==> src/include/t1asi_defs.svh <==
// constants for the t1 alarm, status and interrupt block
`ifndef T1ASI_DEFS_SVH
`define T1ASI_DEFS_SVH

// register indices on the serial port address field
`define T1ASI_IDX_LINE_STATUS 4'h8
`define T1ASI_IDX_LINE_MASK 4'h9
`define T1ASI_IDX_EVENT_STATUS 4'ha
`define T1ASI_IDX_EVENT_MASK 4'hb

// reset values
`define T1ASI_STATUS_RST 8'h00
`define T1ASI_MASK_RST 8'h00
`define T1ASI_UNMAPPED_DATA 8'h00

// line alarm status field positions
`define T1ASI_B1_EIGHT_ZERO 7
`define T1ASI_B1_SIXTEEN_ZERO 6
`define T1ASI_B1_CARRIER_LOSS 5
`define T1ASI_B1_YELLOW 4
`define T1ASI_B1_LOSS_OF_SYNC 3
`define T1ASI_B1_CODEWORD 2
`define T1ASI_B1_BLUE 1
`define T1ASI_B1_ALIGN_CHANGE 0

// event and saturation status field positions
`define T1ASI_B2_SEVERE_FRAMING 7
`define T1ASI_B2_CARRIER_RESTORED 6
`define T1ASI_B2_BLUE_CLEARED 5
`define T1ASI_B2_FRAME_BIT_ERROR 4
`define T1ASI_B2_SAT_MSB 3

// line bit counts
`define T1ASI_EIGHT_ZEROS 8'h08
`define T1ASI_SIXTEEN_ZEROS 8'h10
`define T1ASI_ZERO_RUN_MAX 8'hff
`define T1ASI_CL_ZEROS 8'hc0
`define T1ASI_CL_ONES 4'he
`define T1ASI_CL_WINDOW_LAST 7'h6f
`define T1ASI_BLUE_MAX_ZEROS 3'h5
`define T1ASI_BLUE_ZERO_CAP 3'h6

// blue alarm window: time in ms and clock rate in khz
`define T1ASI_BLUE_WIN_MS 3
`define T1ASI_CLK_KHZ 100000

// yellow alarm figures
`define T1ASI_YEL_CHANNELS 9'h100
`define T1ASI_YEL_FDL_REPEATS 5'h10
`define T1ASI_YEL_FDL_PATTERN 16'h00ff

`endif

==> src/include/t1asi_pkg.sv <==
// types shared by the t1 alarm, status and interrupt block
`include "t1asi_defs.svh"

package t1asi_pkg;

  // yellow alarm format, gray coded along bit2 -> s-bit -> fdl
  typedef enum logic [1:0] {
    T1ASI_YEL_BIT2 = 2'b00,
    T1ASI_YEL_SBIT = 2'b01,
    T1ASI_YEL_FDL = 2'b11
  } t1asi_yel_mode_t;

  // state of the line front end
  typedef struct packed {
    logic [1:0] pos_sync;
    logic [1:0] neg_sync;
    logic [2:0] clk_sync;
    logic bit_valid;
    logic bit_one;
  } t1asi_front_t;

  // state of the alarm and status core
  typedef struct packed {
    logic [7:0] zero_run;
    logic carrier_loss;
    logic [3:0] cl_ones;
    logic [6:0] cl_win;
    logic blue;
    logic [2:0] blue_zeros;
    logic [18:0] blue_timer;
    t1asi_yel_mode_t yel_mode;
    logic yellow;
    logic [8:0] yel_cnt;
    logic [7:0] line_status;
    logic [7:0] line_mask;
    logic [7:0] event_status;
    logic [7:0] event_mask;
    logic [7:0] rd_data;
    logic irq;
  } t1asi_state_t;

endpackage

==> src/include/t1asi_line_if.sv <==
// carrier for decoded line bits between front end and core
`timescale 1ns/1ps
`default_nettype none

interface t1asi_line_if;
  logic bit_valid; // one-cycle pulse per received line bit
  logic bit_one; // received bit was a one on either rail

  modport src (output bit_valid, output bit_one);
  modport dst (input bit_valid, input bit_one);
endinterface

`default_nettype wire

==> src/t1asi_core.sv <==
// t1 line alarm detectors, latched status registers and interrupt
//
// Functional notes
// flag eight consecutive zeros on both rails
// flag sixteen consecutive zeros on both rails
// zero-string conditions end at next one
// carrier loss at 192 zeros, ends 14/112
// loss-of-sync flag follows resync search
// flag every codeword, decoding enabled or not
// blue alarm on few zeros per 3ms
// flag alignment moved by last resync
// status latched until read, condition holds
// interrupt low when enabled status recorded
// bit2 yellow after 256 zero channels
// s-bit yellow follows frame-12 s-bit
// fdl yellow after sixteen clean 00ff
// first mask gates line alarm status
// second mask gates event status
// flag severe framing event, bit 7
// flag carrier restored until read
// flag blue alarm cleared until read
// flag frame bit errors, bit 4
// saturation flags on event after saturation
// framing mode bit selects yellow format
// burst reads leave status unchanged
// clear only after value captured
// release interrupt when nothing enabled pending
`timescale 1ns/1ps
`default_nettype none
`include "t1asi_defs.svh"

module t1asi_core #(
  // blue alarm window length in system clocks
  parameter int unsigned BLUE_WIN_CYC = `T1ASI_BLUE_WIN_MS * `T1ASI_CLK_KHZ
) (
  input wire logic clk_sys_in,
  input wire logic rst_n_in,
  input wire logic clk_en_in,
  input wire logic line_clk_in,
  input wire logic line_positive_rail_in,
  input wire logic line_negative_rail_in,
  input wire logic framing_mode_bit_in,
  input wire logic yellow_format_bit_in,
  input wire logic resync_active_in,
  input wire logic alignment_change_in,
  input wire logic codeword_in,
  input wire logic severe_framing_in,
  input wire logic frame_bit_error_in,
  input wire logic [3:0] cnt_event_in,
  input wire logic [3:0] cnt_saturated_in,
  input wire logic chan_bit2_valid_in,
  input wire logic chan_bit2_in,
  input wire logic sbit12_valid_in,
  input wire logic sbit12_in,
  input wire logic fdl_word_valid_in,
  input wire logic [15:0] fdl_word_in,
  input wire logic [3:0] reg_addr_in,
  input wire logic reg_rd_in,
  input wire logic reg_burst_in,
  input wire logic reg_wr_in,
  input wire logic [7:0] reg_wdata_in,
  output logic [7:0] reg_rdata_out,
  output logic int_n_out,
  output logic int_oe_out
);

  // last cycle of the blue window, cut to the timer width
  localparam logic [18:0] BLUE_LAST = 19'(BLUE_WIN_CYC - 1);

  t1asi_pkg::t1asi_state_t s_reg; // all core state
  t1asi_pkg::t1asi_state_t s_next; // next value of the core state

  t1asi_line_if line (); // decoded line bits from the front end

  // front end brings rails and line clock into this clock domain
  t1asi_line_front t1asi_line_front_inst (
    .clk_sys_in(clk_sys_in),
    .rst_n_in(rst_n_in),
    .clk_en_in(clk_en_in),
    .line_clk_in(line_clk_in),
    .line_positive_rail_in(line_positive_rail_in),
    .line_negative_rail_in(line_negative_rail_in),
    .line(line.src)
  );

  // next-state logic for detectors, registers and interrupt
  always_comb begin
    logic [7:0] ev1; // one-shot sets for the line alarm status
    logic [7:0] cond1; // live conditions that keep line bits set
    logic [7:0] ev2; // one-shot sets for the event status
    logic [7:0] clr1; // read clear for the line alarm status
    logic [7:0] clr2; // read clear for the event status
    logic [3:0] ones_now; // carrier window ones including this bit
    logic [2:0] zeros_now; // blue window zeros including this bit
    logic blue_now; // blue decision at window end
    t1asi_pkg::t1asi_yel_mode_t mode_now; // format wanted by control bits
    ev1 = '0;
    cond1 = '0;
    ev2 = '0;
    clr1 = '0;
    clr2 = '0;
    ones_now = s_reg.cl_ones;
    zeros_now = s_reg.blue_zeros;
    blue_now = s_reg.blue;
    mode_now = t1asi_pkg::T1ASI_YEL_BIT2;
    s_next = s_reg;

    // zero-run length, saturating, restarted by any mark
    if (line.bit_valid) begin
      if (line.bit_one) begin
        s_next.zero_run = '0;
      end else if (s_reg.zero_run != `T1ASI_ZERO_RUN_MAX) begin
        s_next.zero_run = s_reg.zero_run + 8'h01;
      end
    end
    // zero-string conditions follow the run length
    cond1[`T1ASI_B1_EIGHT_ZERO] = (s_next.zero_run >= `T1ASI_EIGHT_ZEROS);
    cond1[`T1ASI_B1_SIXTEEN_ZERO] = (s_next.zero_run >= `T1ASI_SIXTEEN_ZEROS);

    // carrier loss: declare on long run, then judge 112-bit windows
    if (!s_reg.carrier_loss) begin
      if (s_next.zero_run >= `T1ASI_CL_ZEROS) begin
        s_next.carrier_loss = 1'b1;
        s_next.cl_ones = '0;
        s_next.cl_win = '0;
      end
    end else if (line.bit_valid) begin
      // count marks, capped at the threshold
      if (line.bit_one && s_reg.cl_ones != `T1ASI_CL_ONES) begin
        ones_now = s_reg.cl_ones + 4'h1;
      end
      if (s_reg.cl_win == `T1ASI_CL_WINDOW_LAST) begin
        // window complete: enough marks restores carrier
        if (ones_now >= `T1ASI_CL_ONES) begin
          s_next.carrier_loss = 1'b0;
          ev2[`T1ASI_B2_CARRIER_RESTORED] = 1'b1;
        end
        s_next.cl_ones = '0;
        s_next.cl_win = '0;
      end else begin
        s_next.cl_ones = ones_now;
        s_next.cl_win = s_reg.cl_win + 7'h01;
      end
    end
    cond1[`T1ASI_B1_CARRIER_LOSS] = s_next.carrier_loss;

    // blue alarm: count zeros over a fixed window of system clocks
    if (line.bit_valid && !line.bit_one && s_reg.blue_zeros != `T1ASI_BLUE_ZERO_CAP) begin
      zeros_now = s_reg.blue_zeros + 3'h1;
    end
    if (s_reg.blue_timer == BLUE_LAST) begin
      // few zeros means an all-ones signal is arriving
      blue_now = (zeros_now <= `T1ASI_BLUE_MAX_ZEROS);
      if (s_reg.blue && !blue_now) begin
        ev2[`T1ASI_B2_BLUE_CLEARED] = 1'b1;
      end
      s_next.blue = blue_now;
      s_next.blue_zeros = '0;
      s_next.blue_timer = '0;
    end else begin
      s_next.blue_zeros = zeros_now;
      s_next.blue_timer = s_reg.blue_timer + 19'h00001;
    end
    cond1[`T1ASI_B1_BLUE] = s_next.blue;

    // yellow alarm format chosen from framing mode and format bits
    if (framing_mode_bit_in) begin
      mode_now = t1asi_pkg::T1ASI_YEL_FDL;
    end else if (yellow_format_bit_in) begin
      mode_now = t1asi_pkg::T1ASI_YEL_SBIT;
    end else begin
      mode_now = t1asi_pkg::T1ASI_YEL_BIT2;
    end

    if (mode_now != s_reg.yel_mode) begin
      // format change drops any half-built detection
      s_next.yel_mode = mode_now;
      s_next.yellow = 1'b0;
      s_next.yel_cnt = '0;
    end else begin
      unique case (s_reg.yel_mode)
        t1asi_pkg::T1ASI_YEL_BIT2: begin
          // bit 2 of every channel must stay zero
          if (chan_bit2_valid_in) begin
            if (chan_bit2_in) begin
              s_next.yellow = 1'b0;
              s_next.yel_cnt = '0;
            end else if (s_reg.yel_cnt != `T1ASI_YEL_CHANNELS) begin
              s_next.yel_cnt = s_reg.yel_cnt + 9'h001;
              if (s_next.yel_cnt == `T1ASI_YEL_CHANNELS) begin
                s_next.yellow = 1'b1;
              end
            end
          end
        end
        t1asi_pkg::T1ASI_YEL_SBIT: begin
          // alarm mirrors the frame-12 s-bit
          if (sbit12_valid_in) begin
            s_next.yellow = sbit12_in;
          end
        end
        t1asi_pkg::T1ASI_YEL_FDL: begin
          // data link must repeat the pattern without a break
          if (fdl_word_valid_in) begin
            if (fdl_word_in != `T1ASI_YEL_FDL_PATTERN) begin
              s_next.yellow = 1'b0;
              s_next.yel_cnt = '0;
            end else if (s_reg.yel_cnt[4:0] != `T1ASI_YEL_FDL_REPEATS) begin
              s_next.yel_cnt = s_reg.yel_cnt + 9'h001;
              if (s_next.yel_cnt[4:0] == `T1ASI_YEL_FDL_REPEATS) begin
                s_next.yellow = 1'b1;
              end
            end
          end
        end
        default: begin
          // unused code: fall back to the reset format
          s_next.yel_mode = t1asi_pkg::T1ASI_YEL_BIT2;
          s_next.yellow = 1'b0;
          s_next.yel_cnt = '0;
        end
      endcase
    end
    cond1[`T1ASI_B1_YELLOW] = s_next.yellow;

    // conditions and events from the synchroniser
    cond1[`T1ASI_B1_LOSS_OF_SYNC] = resync_active_in;
    ev1[`T1ASI_B1_CODEWORD] = codeword_in;
    ev1[`T1ASI_B1_ALIGN_CHANGE] = alignment_change_in;

    // framing events and counter saturation
    ev2[`T1ASI_B2_SEVERE_FRAMING] = severe_framing_in;
    ev2[`T1ASI_B2_FRAME_BIT_ERROR] = frame_bit_error_in;
    ev2[`T1ASI_B2_SAT_MSB:0] = cnt_event_in & cnt_saturated_in;

    // register read: capture old value, single status reads also clear
    if (reg_rd_in) begin
      unique case (reg_addr_in)
        `T1ASI_IDX_LINE_STATUS: begin
          s_next.rd_data = s_reg.line_status;
          if (!reg_burst_in) begin
            clr1 = '1;
          end
        end
        `T1ASI_IDX_LINE_MASK: begin
          s_next.rd_data = s_reg.line_mask;
        end
        `T1ASI_IDX_EVENT_STATUS: begin
          s_next.rd_data = s_reg.event_status;
          if (!reg_burst_in) begin
            clr2 = '1;
          end
        end
        `T1ASI_IDX_EVENT_MASK: begin
          s_next.rd_data = s_reg.event_mask;
        end
        default: begin
          // unmapped address reads as zero
          s_next.rd_data = `T1ASI_UNMAPPED_DATA;
        end
      endcase
    end

    // register write: only the masks are writable
    if (reg_wr_in) begin
      if (reg_addr_in == `T1ASI_IDX_LINE_MASK) begin
        s_next.line_mask = reg_wdata_in;
      end
      if (reg_addr_in == `T1ASI_IDX_EVENT_MASK) begin
        s_next.event_mask = reg_wdata_in;
      end
    end

    // sticky status: a set or live condition wins over the clear
    s_next.line_status = (s_reg.line_status & ~clr1) | ev1 | cond1;
    s_next.event_status = (s_reg.event_status & ~clr2) | ev2;

    // interrupt pending while any enabled bit is set
    s_next.irq = (|(s_next.line_status & s_next.line_mask))
      | (|(s_next.event_status & s_next.event_mask));
  end

  // register the state; clock enable freezes every field
  always_ff @(posedge clk_sys_in or negedge rst_n_in) begin
    if (!rst_n_in) begin
      s_reg <= '0;
    end else if (clk_en_in) begin
      s_reg <= s_next;
    end
  end

  // outputs straight from the state register
  assign reg_rdata_out = s_reg.rd_data;
  // open-drain interrupt: drive low only while pending
  assign int_n_out = ~s_reg.irq;
  assign int_oe_out = s_reg.irq;

endmodule

`default_nettype wire

==> src/t1asi_line_front.sv <==
// line front end: synchronises rails and line clock, emits bit pulses
`timescale 1ns/1ps
`default_nettype none

module t1asi_line_front (
  input wire logic clk_sys_in,
  input wire logic rst_n_in,
  input wire logic clk_en_in,
  input wire logic line_clk_in,
  input wire logic line_positive_rail_in,
  input wire logic line_negative_rail_in,
  t1asi_line_if.src line
);

  t1asi_pkg::t1asi_front_t s_reg; // all front end state
  t1asi_pkg::t1asi_front_t s_next; // next value

  // shift the pins through two flops, then detect the line clock rise
  always_comb begin
    s_next = s_reg;
    s_next.pos_sync = {s_reg.pos_sync[0], line_positive_rail_in};
    s_next.neg_sync = {s_reg.neg_sync[0], line_negative_rail_in};
    s_next.clk_sync = {s_reg.clk_sync[1:0], line_clk_in};
    // only second and third stages are compared
    s_next.bit_valid = s_reg.clk_sync[1] & ~s_reg.clk_sync[2];
    // a one on either rail is a mark; zero means both rails low
    s_next.bit_one = s_reg.pos_sync[1] | s_reg.neg_sync[1];
  end

  // register the state; clock enable freezes it
  always_ff @(posedge clk_sys_in or negedge rst_n_in) begin
    if (!rst_n_in) begin
      s_reg <= '0;
    end else if (clk_en_in) begin
      s_reg <= s_next;
    end
  end

  // bit strobe only lasts one enabled cycle
  assign line.bit_valid = s_reg.bit_valid & clk_en_in;
  assign line.bit_one = s_reg.bit_one;

endmodule

`default_nettype wire

==> config.mk <==
export PLATFORM = sky130hd
export DESIGN_NAME = t1asi_core
export DESIGN_NICKNAME = d
export VERILOG_FILES = /design/src/include/t1asi_pkg.sv /design/src/include/t1asi_line_if.sv /design/src/t1asi_core.sv /design/src/t1asi_line_front.sv
export VERILOG_INCLUDE_DIRS = /design/src /design/src/include
export SDC_FILE = /design/constraint.sdc
export NUM_CORES = 1
export LEC_CHECK = 0
export BUFFER_PORTS_ARGS = -buffer_cell sky130_fd_sc_hd__buf_2
export CAP_MARGIN = 20
export CELL_PAD_IN_SITES_DETAIL_PLACEMENT = 0
export CELL_PAD_IN_SITES_GLOBAL_PLACEMENT = 2
export CORE_MARGIN = 3
export CORE_UTILIZATION = 25
export CTS_CLUSTER_SIZE = 10
export DETAILED_ROUTE_END_ITERATION = 8
export GPL_ROUTABILITY_DRIVEN = 0
export PLACE_DENSITY = 0.66
export SYNTH_ARGS = -nofsm -noshare
export SYNTH_HDL_FRONTEND = slang
export SYNTH_SLANG_ARGS = --single-unit
export TNS_END_PERCENT = 50
==> constraint.sdc <==
create_clock -name clk_sys_in -period 4.99 [get_ports clk_sys_in]
set_clock_uncertainty 0.15 [all_clocks]
set_input_delay 0.998 -clock clk_sys_in [delete_from_list [all_inputs] [get_ports clk_sys_in]]
set_output_delay 0.998 -clock clk_sys_in [all_outputs]
set_load 0.005 [all_outputs]
==> impl_metrics.ini, run 1 <==
[sta]
max_slew_margin = 0.3756
finalSetupViolations = 0
finalWorstSetupSlack_ps = 1858
final.period_utilization = 0.6276
tns_ps = 0
max_slew.worst_pin.slew_ps = 934.6
rsz0062_at_grt = no
hold_viol_final = 0
fmax_mhz = 319.3
fin_crit_ps = 3132
drv_slew = 0

[placement]
dpl.hpwl_um = 11610
port_buffers = 66
dpl_worst_slack_ps = 1508

[worst_setup_path]
reg2reg_setup_slack_ps = 2170
cp.arrival_ps = 3190
endpoint_kind = register
r2r_end = int_oe_out$_DFFE_PN0P_
reg2reg_depth = 8
r2r_start = s_reg[41]$_DFFE_PN0P_
cp-start-kind = primary input
critPathMaxFanout = 12
required_ps = 5050
worstSetupPathType = primary input to register

[yosys]
synthCells = 593
synthTopCellsByArea = dfrtp_1, mux2_2, o21ai_0, nand2_1, mux4_2
yosysUniqueCellTypes = 75
yosys_warnings = 0
synth_top_area_cell = dfrtp_1
async_flop_share = 1.000
ys_ff_latch = 105
syn-num-nets = 663
yosysMostFrequentCell = dfrtp_1
synth.avg_cell_area_um2 = 10.08
ys.flop_type = dfrtp_1
ys_seq_area_frac = 0.4395
synth_edf_count = 0
synth_common_cells = dfrtp_1, o21ai_0, nand2_1
synth_top_area_share = 0.4395
syn_area_mm2 = 0.005978

[route]
wire_per_inst_um = 16.34
postRouteAntennaNets = 0
routed_wl_um = 15700
num_vias = 4755
vias_per_cell = 4.948
drc = 0
drt_iter0_drc = 267
dr.pass1.iters = 7

[layout]
drive_above_1_share = 0.2037
diodes = 0
nNetsFinal = 713
nFillCells = 2400
largest_reg_flops = 87
area_growth_pct = 14.59

[floorplanning]
rows = 55
start_util = 0.2593
die_h_um = 160.6
placeableCoreArea_mm2 = 0.02305
die_w_um = 160.6
die_area_mm2 = 0.02581
boundaryPins = 67

[grt]
grt_max_degree = 52
grt_pass1_vias = 4991
grt_pass1_wl_um = 26740
antenna_found_initial = 0
grt.overflow.total = 0
grt_use_total = 0.1256

[clock_network]
cts_resized = 0
clkTransAtPathRegs_ps = 70
ctsRootBufferMaster = clkbuf_16
cts_tree = built
holdBufCountCts = 0
clock_path_buffers = 2
cts_setup_buffers = 0
ctsHtreeMaxLevel = 3
clkLatencyLatePin_ps = 340
cts.sinks = 105
numCtsBuffers = 9

[power_and_ir_drop]
ir_worst_vdd_mv = 0.1773
power_density_mw_per_mm2 = 310.6
leakage_nw = 2.982

[worst_hold_path]
hp-start = t1asi_line_front_inst.s_reg[4]$_DFFE_PN0P_
min_to = t1asi_line_front_inst.s_reg[1]$_DFFE_PN0P_
hp-class = register to register
whs_path_depth = 1

[flow_run]
cap_viol_max_count = 0

[status]
status = complete, no violations
==> placed cells by master, fill, tap and decap left out, types with 4 or more instances in the layout <==
cell       netlist  final
dfrtp_1        105    105
buf_2           10     65
o21ai_0         53     53
nand2_1         50     50
nor2_1          36     36
a21oi_1         27     27
inv_1           25     25
mux2_2          25     25
nand3_1         21     21
a22o_1          16     16
mux2i_1         14     14
ha_1            13     13
and3_1          12     12
nand4_1         12     12
xnor2_1         12     12
and2_1          10     10
nand2b_1         9      9
clkbuf_16        0      9
mux4_2           8      8
xor2_1           7      7
a31oi_1          6      6
a22oi_1          6      6
nand4b_1         5      5
buf_4            9      5
nor3_1           4      4
o31ai_2          4      4
a32o_1           4      4
==> how the worst max path moves through the flow <==
stage | depth (start not counted) | slack [ps] | end | startpoint
final | 8 | 1860 | int_oe_out$_DFFE_PN0P_ | reg_addr_in[0]
after detailed placement | 8 | 1510 | int_oe_out$_DFFE_PN0P_ | reg_addr_in[0]
after floorplan | 7 | 1990 | int_oe_out$_DFFE_PN0P_ | reg_addr_in[2]
after CTS | 8 | 1880 | int_oe_out$_DFFE_PN0P_ | reg_addr_in[0]
after global placement | 8 | 1510 | int_oe_out$_DFFE_PN0P_ | reg_addr_in[0]
after global routing | 9 | 1700 | s_reg[47]$_DFFE_PN0P_ | fdl_word_in[8]
==> worst max-delay path, cell delays in order <==
cell	delay, ps
buf_2	280
nand4b_1	240
nor2_2	430
mux2i_1	290
o22ai_1	120
or4_1	510
o32ai_1	220
nand4_1	110
==> routing by layer <==
| layer | track usage | share of wire |
|---|---|---|
| met1 | 0.1700 | 0.48 |
| met5 | 0 | 0 |
| met2 | 0.2071 | 0.47 |
| met3 | 0.03173 | 0.042 |
| met4 | 0.01972 | 0.0074 |
==> cell type report <==
type                       count  area [um^2]  share of cell area
tap                          313        391.6             0.05717
timing repair buffer          70        362.8             0.05297
clock inverter                 5        53.80            0.007854
clock buffer                  11        242.7             0.03543
sequential                   105         2628              0.3836
multi-input combinational    432         3078              0.4493
inverter                      25        93.84             0.01370
==> kinds of logic after synthesis <==
family	share of synthesized area
xor gates and xnor gates	0.02784
AOI/OAI and AO/OA	0.1861
and+or+nand+nor	0.1706
muxes	0.1032
buffers and inverters	0.04563
DFF	0.4395
adders and majority gates	0.02721
==> power breakdown <==
group	internal, mW	switching [mW]	total [mW]
registers	0.942	0.102	1.04
clock network	0.403	0.321	0.724
logic	0.176	0.184	0.360
total	1.52	0.607	2.13
==> stage by stage <==
| step | area (um^2) | utilization | instances | hold slack [ps] | power (mW) |
|---|---|---|---|---|---|
| after floorplan | 5978 | - | 593 | 284.1 | 1.287 |
| after global placement | 6554 | 0.2843 | 945 | 303.1 | 1.417 |
| after detailed placement | 6554 | 0.2843 | 945 | 310.2 | 1.427 |
| after CTS | 6850 | 0.2972 | 961 | 322.5 | 2.169 |
| after global routing | 6850 | 0.2972 | 961 | 340.8 | 2.266 |
| final | 6850 | 0.2972 | 961 | 316.2 | 2.128 |
(Power assumes the default switching activity.)
==> run 2: changes to the inputs <==
Clock period 4.99 ns to 3.15 ns, I/O delays scaled along.
==> run 2 against run 1 <==
Compared with the run above: critical path depth did not move; critical endpoint is now s_reg[80]$_DFFE_PN0P_; combinational power is 62% higher; clock power increased by 48%; via count rose by 1.5%; sequential share of layout area is 0.43 points lower; global-route usage fell by 0.28 points.
==> impl_metrics.ini, run 2 (synthesis results as in run 1) <==
[status]
status = complete, no violations

[sta]
max_slew_margin = 0.5230
fin_crit_ps = 2701
final.period_utilization = 0.8573
rsz0062_at_grt = no
fmax_mhz = 370.3
tns_ps = 0
drv_slew = 0
finalSetupViolations = 0
max_slew.worst_pin.slew_ps = 706.5
hold_viol_final = 0
finalWorstSetupSlack_ps = 449.5

[route]
vias_per_cell = 4.962
drc = 0
postRouteAntennaNets = 0
routed_wl_um = 15710
num_vias = 4828
dr.pass1.iters = 4
wire_per_inst_um = 16.15
drt_iter0_drc = 298

[power_and_ir_drop]
ir_worst_vdd_mv = 0.2469
power_density_mw_per_mm2 = 476.2
leakage_nw = 3.030
fin_total_pwr_mw = 3.299

[worst_setup_path]
cp.arrival_ps = 2810
critPathTopFamily = compound AO/OA/AOI/OAI gates
critPathMaxFanout = 11
cp_num_buf_inv = 1
worstSetupPathType = register to register
crit_chain = ha_1 -> inv_1 -> o21ai_0 -> a31oi_1 -> o311ai_0 -> a21o_1 -> o21ai_0 -> o21ai_0
endpoint_kind = register
cpMostUsedCell = o21ai_0
required_ps = 3260
cp-start-kind = register
cpPeakStageDelay_ps = 630
crit_slowest_cell = o311ai_0

[placement]
place_area_mm2 = 0.006656
port_buffers = 66
dpl.hpwl_um = 11420
dpl_worst_slack_ps = 216.0

[clock_network]
clkTransAtPathRegs_ps = 80
holdBufCountCts = 0
ctsRootBufferMaster = clkbuf_16
clock_path_buffers = 2
cts.sinks = 105
ctsHtreeMaxLevel = 3
cts_resized = 0
clkLatencyLatePin_ps = 360
cts_tree = built
numCtsBuffers = 9
cts_setup_buffers = 0

[floorplanning]
start_util = 0.2593
die_area_mm2 = 0.02581
placeableCoreArea_mm2 = 0.02305
die_w_um = 160.6
boundaryPins = 67
die_h_um = 160.6
rows = 55

[grt]
grt_max_degree = 66
grt_pass1_wl_um = 25700
grt.overflow.total = 0
grt_use_total = 0.1228
antenna_found_initial = 0
grt_pass1_vias = 4801

[layout]
final_core_util = 0.3005
final_cell_mix = dfrtp_1, buf_2, o21ai_0
largest_reg_flops = 87
drive_above_1_share = 0.2167
fin_area_mm2 = 0.006928
diodes = 0
nNetsFinal = 725
final_common_cell = dfrtp_1
area_growth_pct = 15.89

[flow_run]
cap_viol_max_count = 0

[worst_hold_path]
hp-class = primary input to asynchronous set/reset pin
## run 2: cell types whose count changed in the layout (fill, tap and decap cells not counted), sizes merged
cell / before / now
buf: 70 / 82
bufinv: 1 / 0
clkinv: 3 / 2
clkinvlp: 0 / 1
inv: 26 / 27
## run 2: final cells by class
| cell class | count | area [um^2] |
|---|---|---|
| fill | 2379 | 16130 |
| timing repair buffer | 82 | 465.4 |
| sequential | 105 | 2628 |
| inverter | 25 | 93.84 |
| tap | 313 | 391.6 |
| clock buffer | 11 | 232.7 |
| multi-input combinational | 432 | 3078 |
| clock inverter | 5 | 38.79 |
## run 2: path summary, 6_finish.rpt
check	start	to	slack, ps	cells after the start
setup / recovery	s_reg[88]$_DFFE_PN0P_	s_reg[80]$_DFFE_PN0P_	450	8
hold / removal	rst_n_in	s_reg[42]$_DFFE_PN0P_	120	1
setup reg to reg	s_reg[88]$_DFFE_PN0P_	s_reg[80]$_DFFE_PN0P_	450	8
hold reg to reg	t1asi_line_front_inst.s_reg[4]$_DFFE_PN0P_	t1asi_line_front_inst.s_reg[1]$_DFFE_PN0P_	310	1
max in group asynchronous	rst_n_in	s_reg[93]$_DFFE_PN0P_	1940	2
min in group clk_sys_in	t1asi_line_front_inst.s_reg[4]$_DFFE_PN0P_	t1asi_line_front_inst.s_reg[1]$_DFFE_PN0P_	310	1
## run 2: routing by layer
layer | vias to the layer above | wire [um] | share of wire | GRT usage
met1 | 2400 | 7517 | 0.48 | 0.1688
li1 | 2321 | - | - | -
met5 | - | 0 | 0 | 0
met4 | 0 | 119 | 0.0076 | 0.02919
met3 | 9 | 679 | 0.043 | 0.02760
met2 | 98 | 7397 | 0.47 | 0.1969
## run 2: where the power goes
| part | switching [mW] | internal [mW] |
|---|---|---|
| clock | 0.528 | 0.544 |
| combinational | 0.299 | 0.286 |
| sequential | 0.150 | 1.49 |
## run 2: through the flow
stage / std cells / hold slack (ps)
final: 973 / 123.1
after global routing: 973 / 149.6
after CTS: 973 / 136.8
after detailed placement: 957 / 306.3
after global placement: 957 / 300.6
after floorplan: 593 / 184.4
==> run 3: changes to the inputs <==
Settings changed: ABC_AREA from default to 1, PLACE_DENSITY 0.66 to 0.71.
==> run 3 against run 2 <==
Compared with the run above: core utilization hardly changed; largest power group unchanged; flip-flop and latch count unchanged; largest cell class unchanged; power rose by 15%; highest routed layer unchanged; via count up 11%; first-iteration DRC count increased by 0.67%; sequential share of layout area down 1.2 points; combinational power is 42% higher.
==> impl_metrics.ini, run 3 <==
[sta]
fmax_mhz = 431.8
max_slew.worst_pin.slew_ps = 666.7
drv_slew = 0
finalSetupViolations = 0
tns_ps = 0
max_slew_margin = 0.5555
fin_crit_ps = 2316
rsz0062_at_grt = no
final.period_utilization = 0.7352
hold_viol_final = 0

[clock_network]
numCtsBuffers = 9
cts.sinks = 105
clkTransAtPathRegs_ps = 70
cts_tree = built
cts_resized = 0
clock_path_buffers = 2
cts_setup_buffers = 0
holdBufCountCts = 0
ctsRootBufferMaster = clkbuf_16
ctsHtreeMaxLevel = 3
clkLatencyLatePin_ps = 350

[worst_setup_path]
worstSetupPathType = register to register
critPathMaxFanout = 9
cp-start-kind = register
required_ps = 3260
endpoint_kind = register
cp.arrival_ps = 2430

[layout]
nFillCells = 2620
final_core_util = 0.3001
area_growth_pct = 16.31
largest_reg_flops = 87
final_cell_mix = nand2_1, inv_1, dfrtp_1
drive_above_1_share = 0.1269
diodes = 0
nNetsFinal = 979
final_common_cell = nand2_1

[flow_run]
cap_viol_max_count = 0

[floorplanning]
boundaryPins = 67
die_w_um = 162.8
rows = 56
die_h_um = 162.8
start_util = 0.2580
placeableCoreArea_mm2 = 0.02382
die_area_mm2 = 0.02650

[power_and_ir_drop]
power_density_mw_per_mm2 = 529.7
switching_power_mw = 1.246
power_frac_comb = 0.220
sw_frac_of_total = 0.3290
leakage_nw = 3.517
seqPwrFrac = 0.465
ir_worst_vdd_mv = 0.1977
pwr-share-clk = 0.316
power.internal_mw = 2.541

[route]
num_vias = 5383
postRouteAntennaNets = 0
drt_iter0_drc = 300
drc = 0
routed-wl-met2_um = 7198
wl_met3_um = 465
routed_wl_um = 16210
dr.max_layer_used = met4
vias_per_cell = 4.366
wire_per_inst_um = 13.14
dr.pass1.iters = 4
wl_met1_um = 8378

[yosys]
syn_area_mm2 = 0.006146
yosysMostFrequentCell = nand2_1
synthCells = 847
async_flop_share = 1.000
synth_common_cells = nand2_1, inv_1, dfrtp_1
syn-num-nets = 917
ys_ff_latch = 105
ys.flop_type = dfrtp_1
synth.avg_cell_area_um2 = 7.256
yosysUniqueCellTypes = 40
synth_top_area_cell = dfrtp_1
synthTopCellsByArea = dfrtp_1, nand2_1, o21ai_0, inv_1, nor2_1
synth_top_area_share = 0.4275
yosys_warnings = 0
ys_seq_area_frac = 0.4275
synth_edf_count = 0

[grt]
grt.overflow.total = 0
grt_use_total = 0.1266
antenna_found_initial = 0
grt_pass1_wl_um = 26940
grt_max_degree = 54
grt_pass1_vias = 5292

[status]
status = complete, no violations

[placement]
port_buffers = 66
dpl.hpwl_um = 12220

[worst_hold_path]
hp-class = primary input to asynchronous set/reset pin
[run 3: cell types whose count changed after synthesis, moves of 10 or more]
cell,previous run,this run
a22o_1,16,2
and3_1,12,0
a21oi_1,27,17
nand2_1,50,255
mux2_2,25,0
nor2_1,36,79
o22ai_1,3,21
inv_1,25,114
mux2i_1,14,0
nand3_1,21,43
o21ai_0,53,89
and2_1,10,0
[run 3: worst paths after layout]
| check | slack, ps | from | end | cells after the start |
|---|---|---|---|---|
| setup / recovery | 830 | s_reg[41]$_DFFE_PN0P_ | s_reg[41]$_DFFE_PN0P_ | 9 |
| hold reg to reg | 310 | t1asi_line_front_inst.s_reg[4]$_DFFE_PN0P_ | t1asi_line_front_inst.s_reg[1]$_DFFE_PN0P_ | 1 |
| min in group clk_sys_in | 310 | t1asi_line_front_inst.s_reg[4]$_DFFE_PN0P_ | t1asi_line_front_inst.s_reg[1]$_DFFE_PN0P_ | 1 |
| hold / removal | 160 | rst_n_in | s_reg[62]$_DFFE_PN0P_ | 1 |
| max in group asynchronous | 1860 | rst_n_in | t1asi_line_front_inst.s_next[4]$_DFFE_PN0P_ | 2 |
| setup reg to reg | 830 | s_reg[41]$_DFFE_PN0P_ | s_reg[41]$_DFFE_PN0P_ | 9 |
[run 3: logic make-up (layout without fill, tap and decap cells)]
kind of cell,count (synthesis),in the layout,share of synthesized area
and+or+nand+nor,419,419,0.2909
xor gates and xnor gates,18,18,0.02565
AOI/OAI and AO/OA,150,150,0.1368
DFF,105,105,0.4275
adders and majority gates,13,13,0.02647
buffers and inverters,142,209,0.09263
[run 3: power groups by stage]
stage          registers [mW]  clock network [mW]  logic (mW)
2_1_floorplan            1.73                   0       0.614
3_3_place_gp             1.78                   0       0.853
3_5_place_dp             1.78                   0       0.847
4_1_cts                  1.76                1.24       0.850
5_1_grt                  1.79                1.30       0.981
6_report                 1.76                1.20       0.832
[run 3: area by class of cell]
| cell class | count | area, um^2 | area share |
|---|---|---|---|
| multi-input cells | 600 | 2949 | 0.4126 |
| flip-flops and latches | 105 | 2628 | 0.3676 |
| inverters | 117 | 439.2 | 0.06144 |
| repair buffers | 76 | 420.4 | 0.05881 |
| well taps | 319 | 399.1 | 0.05584 |
| clock buffers | 11 | 252.7 | 0.03536 |
| clock inverters | 5 | 60.06 | 0.008402 |
[run 3: metrics by stage]
| step | instances | hold slack (ps) | total power, mW | cell area [um^2] | setup slack [ps] |
|---|---|---|---|---|---|
| floorplan | 847 | 184.4 | 2.346 | 6146 | 1115 |
| global placement | 1217 | 299.7 | 2.637 | 6835 | 418.8 |
| detailed placement | 1217 | 302.1 | 2.631 | 6835 | 454.4 |
| CTS | 1233 | 189.4 | 3.855 | 7148 | 802.6 |
| global route | 1233 | 210.8 | 4.072 | 7148 | 528.2 |
| finish | 1233 | 160.2 | 3.786 | 7148 | 834.2 |
[run 3: metal layers]
layer / GRT usage / vias up
met5: 0 / -
met4: 0.03114 / 0
met3: 0.02111 / 11
met2: 0.2041 / 65
met1: 0.1774 / 2460
li1: - / 2847
[run 3: worst max-delay path, stage by stage (launching register included)]
cell	delay, ps
dfrtp_1	410
inv_1	60
ha_1	190
nand3_1	110
nor2_1	80
o21ai_0	150
nand4_1	110
nand2_1	280
nand3_1	390
o21ai_0	280
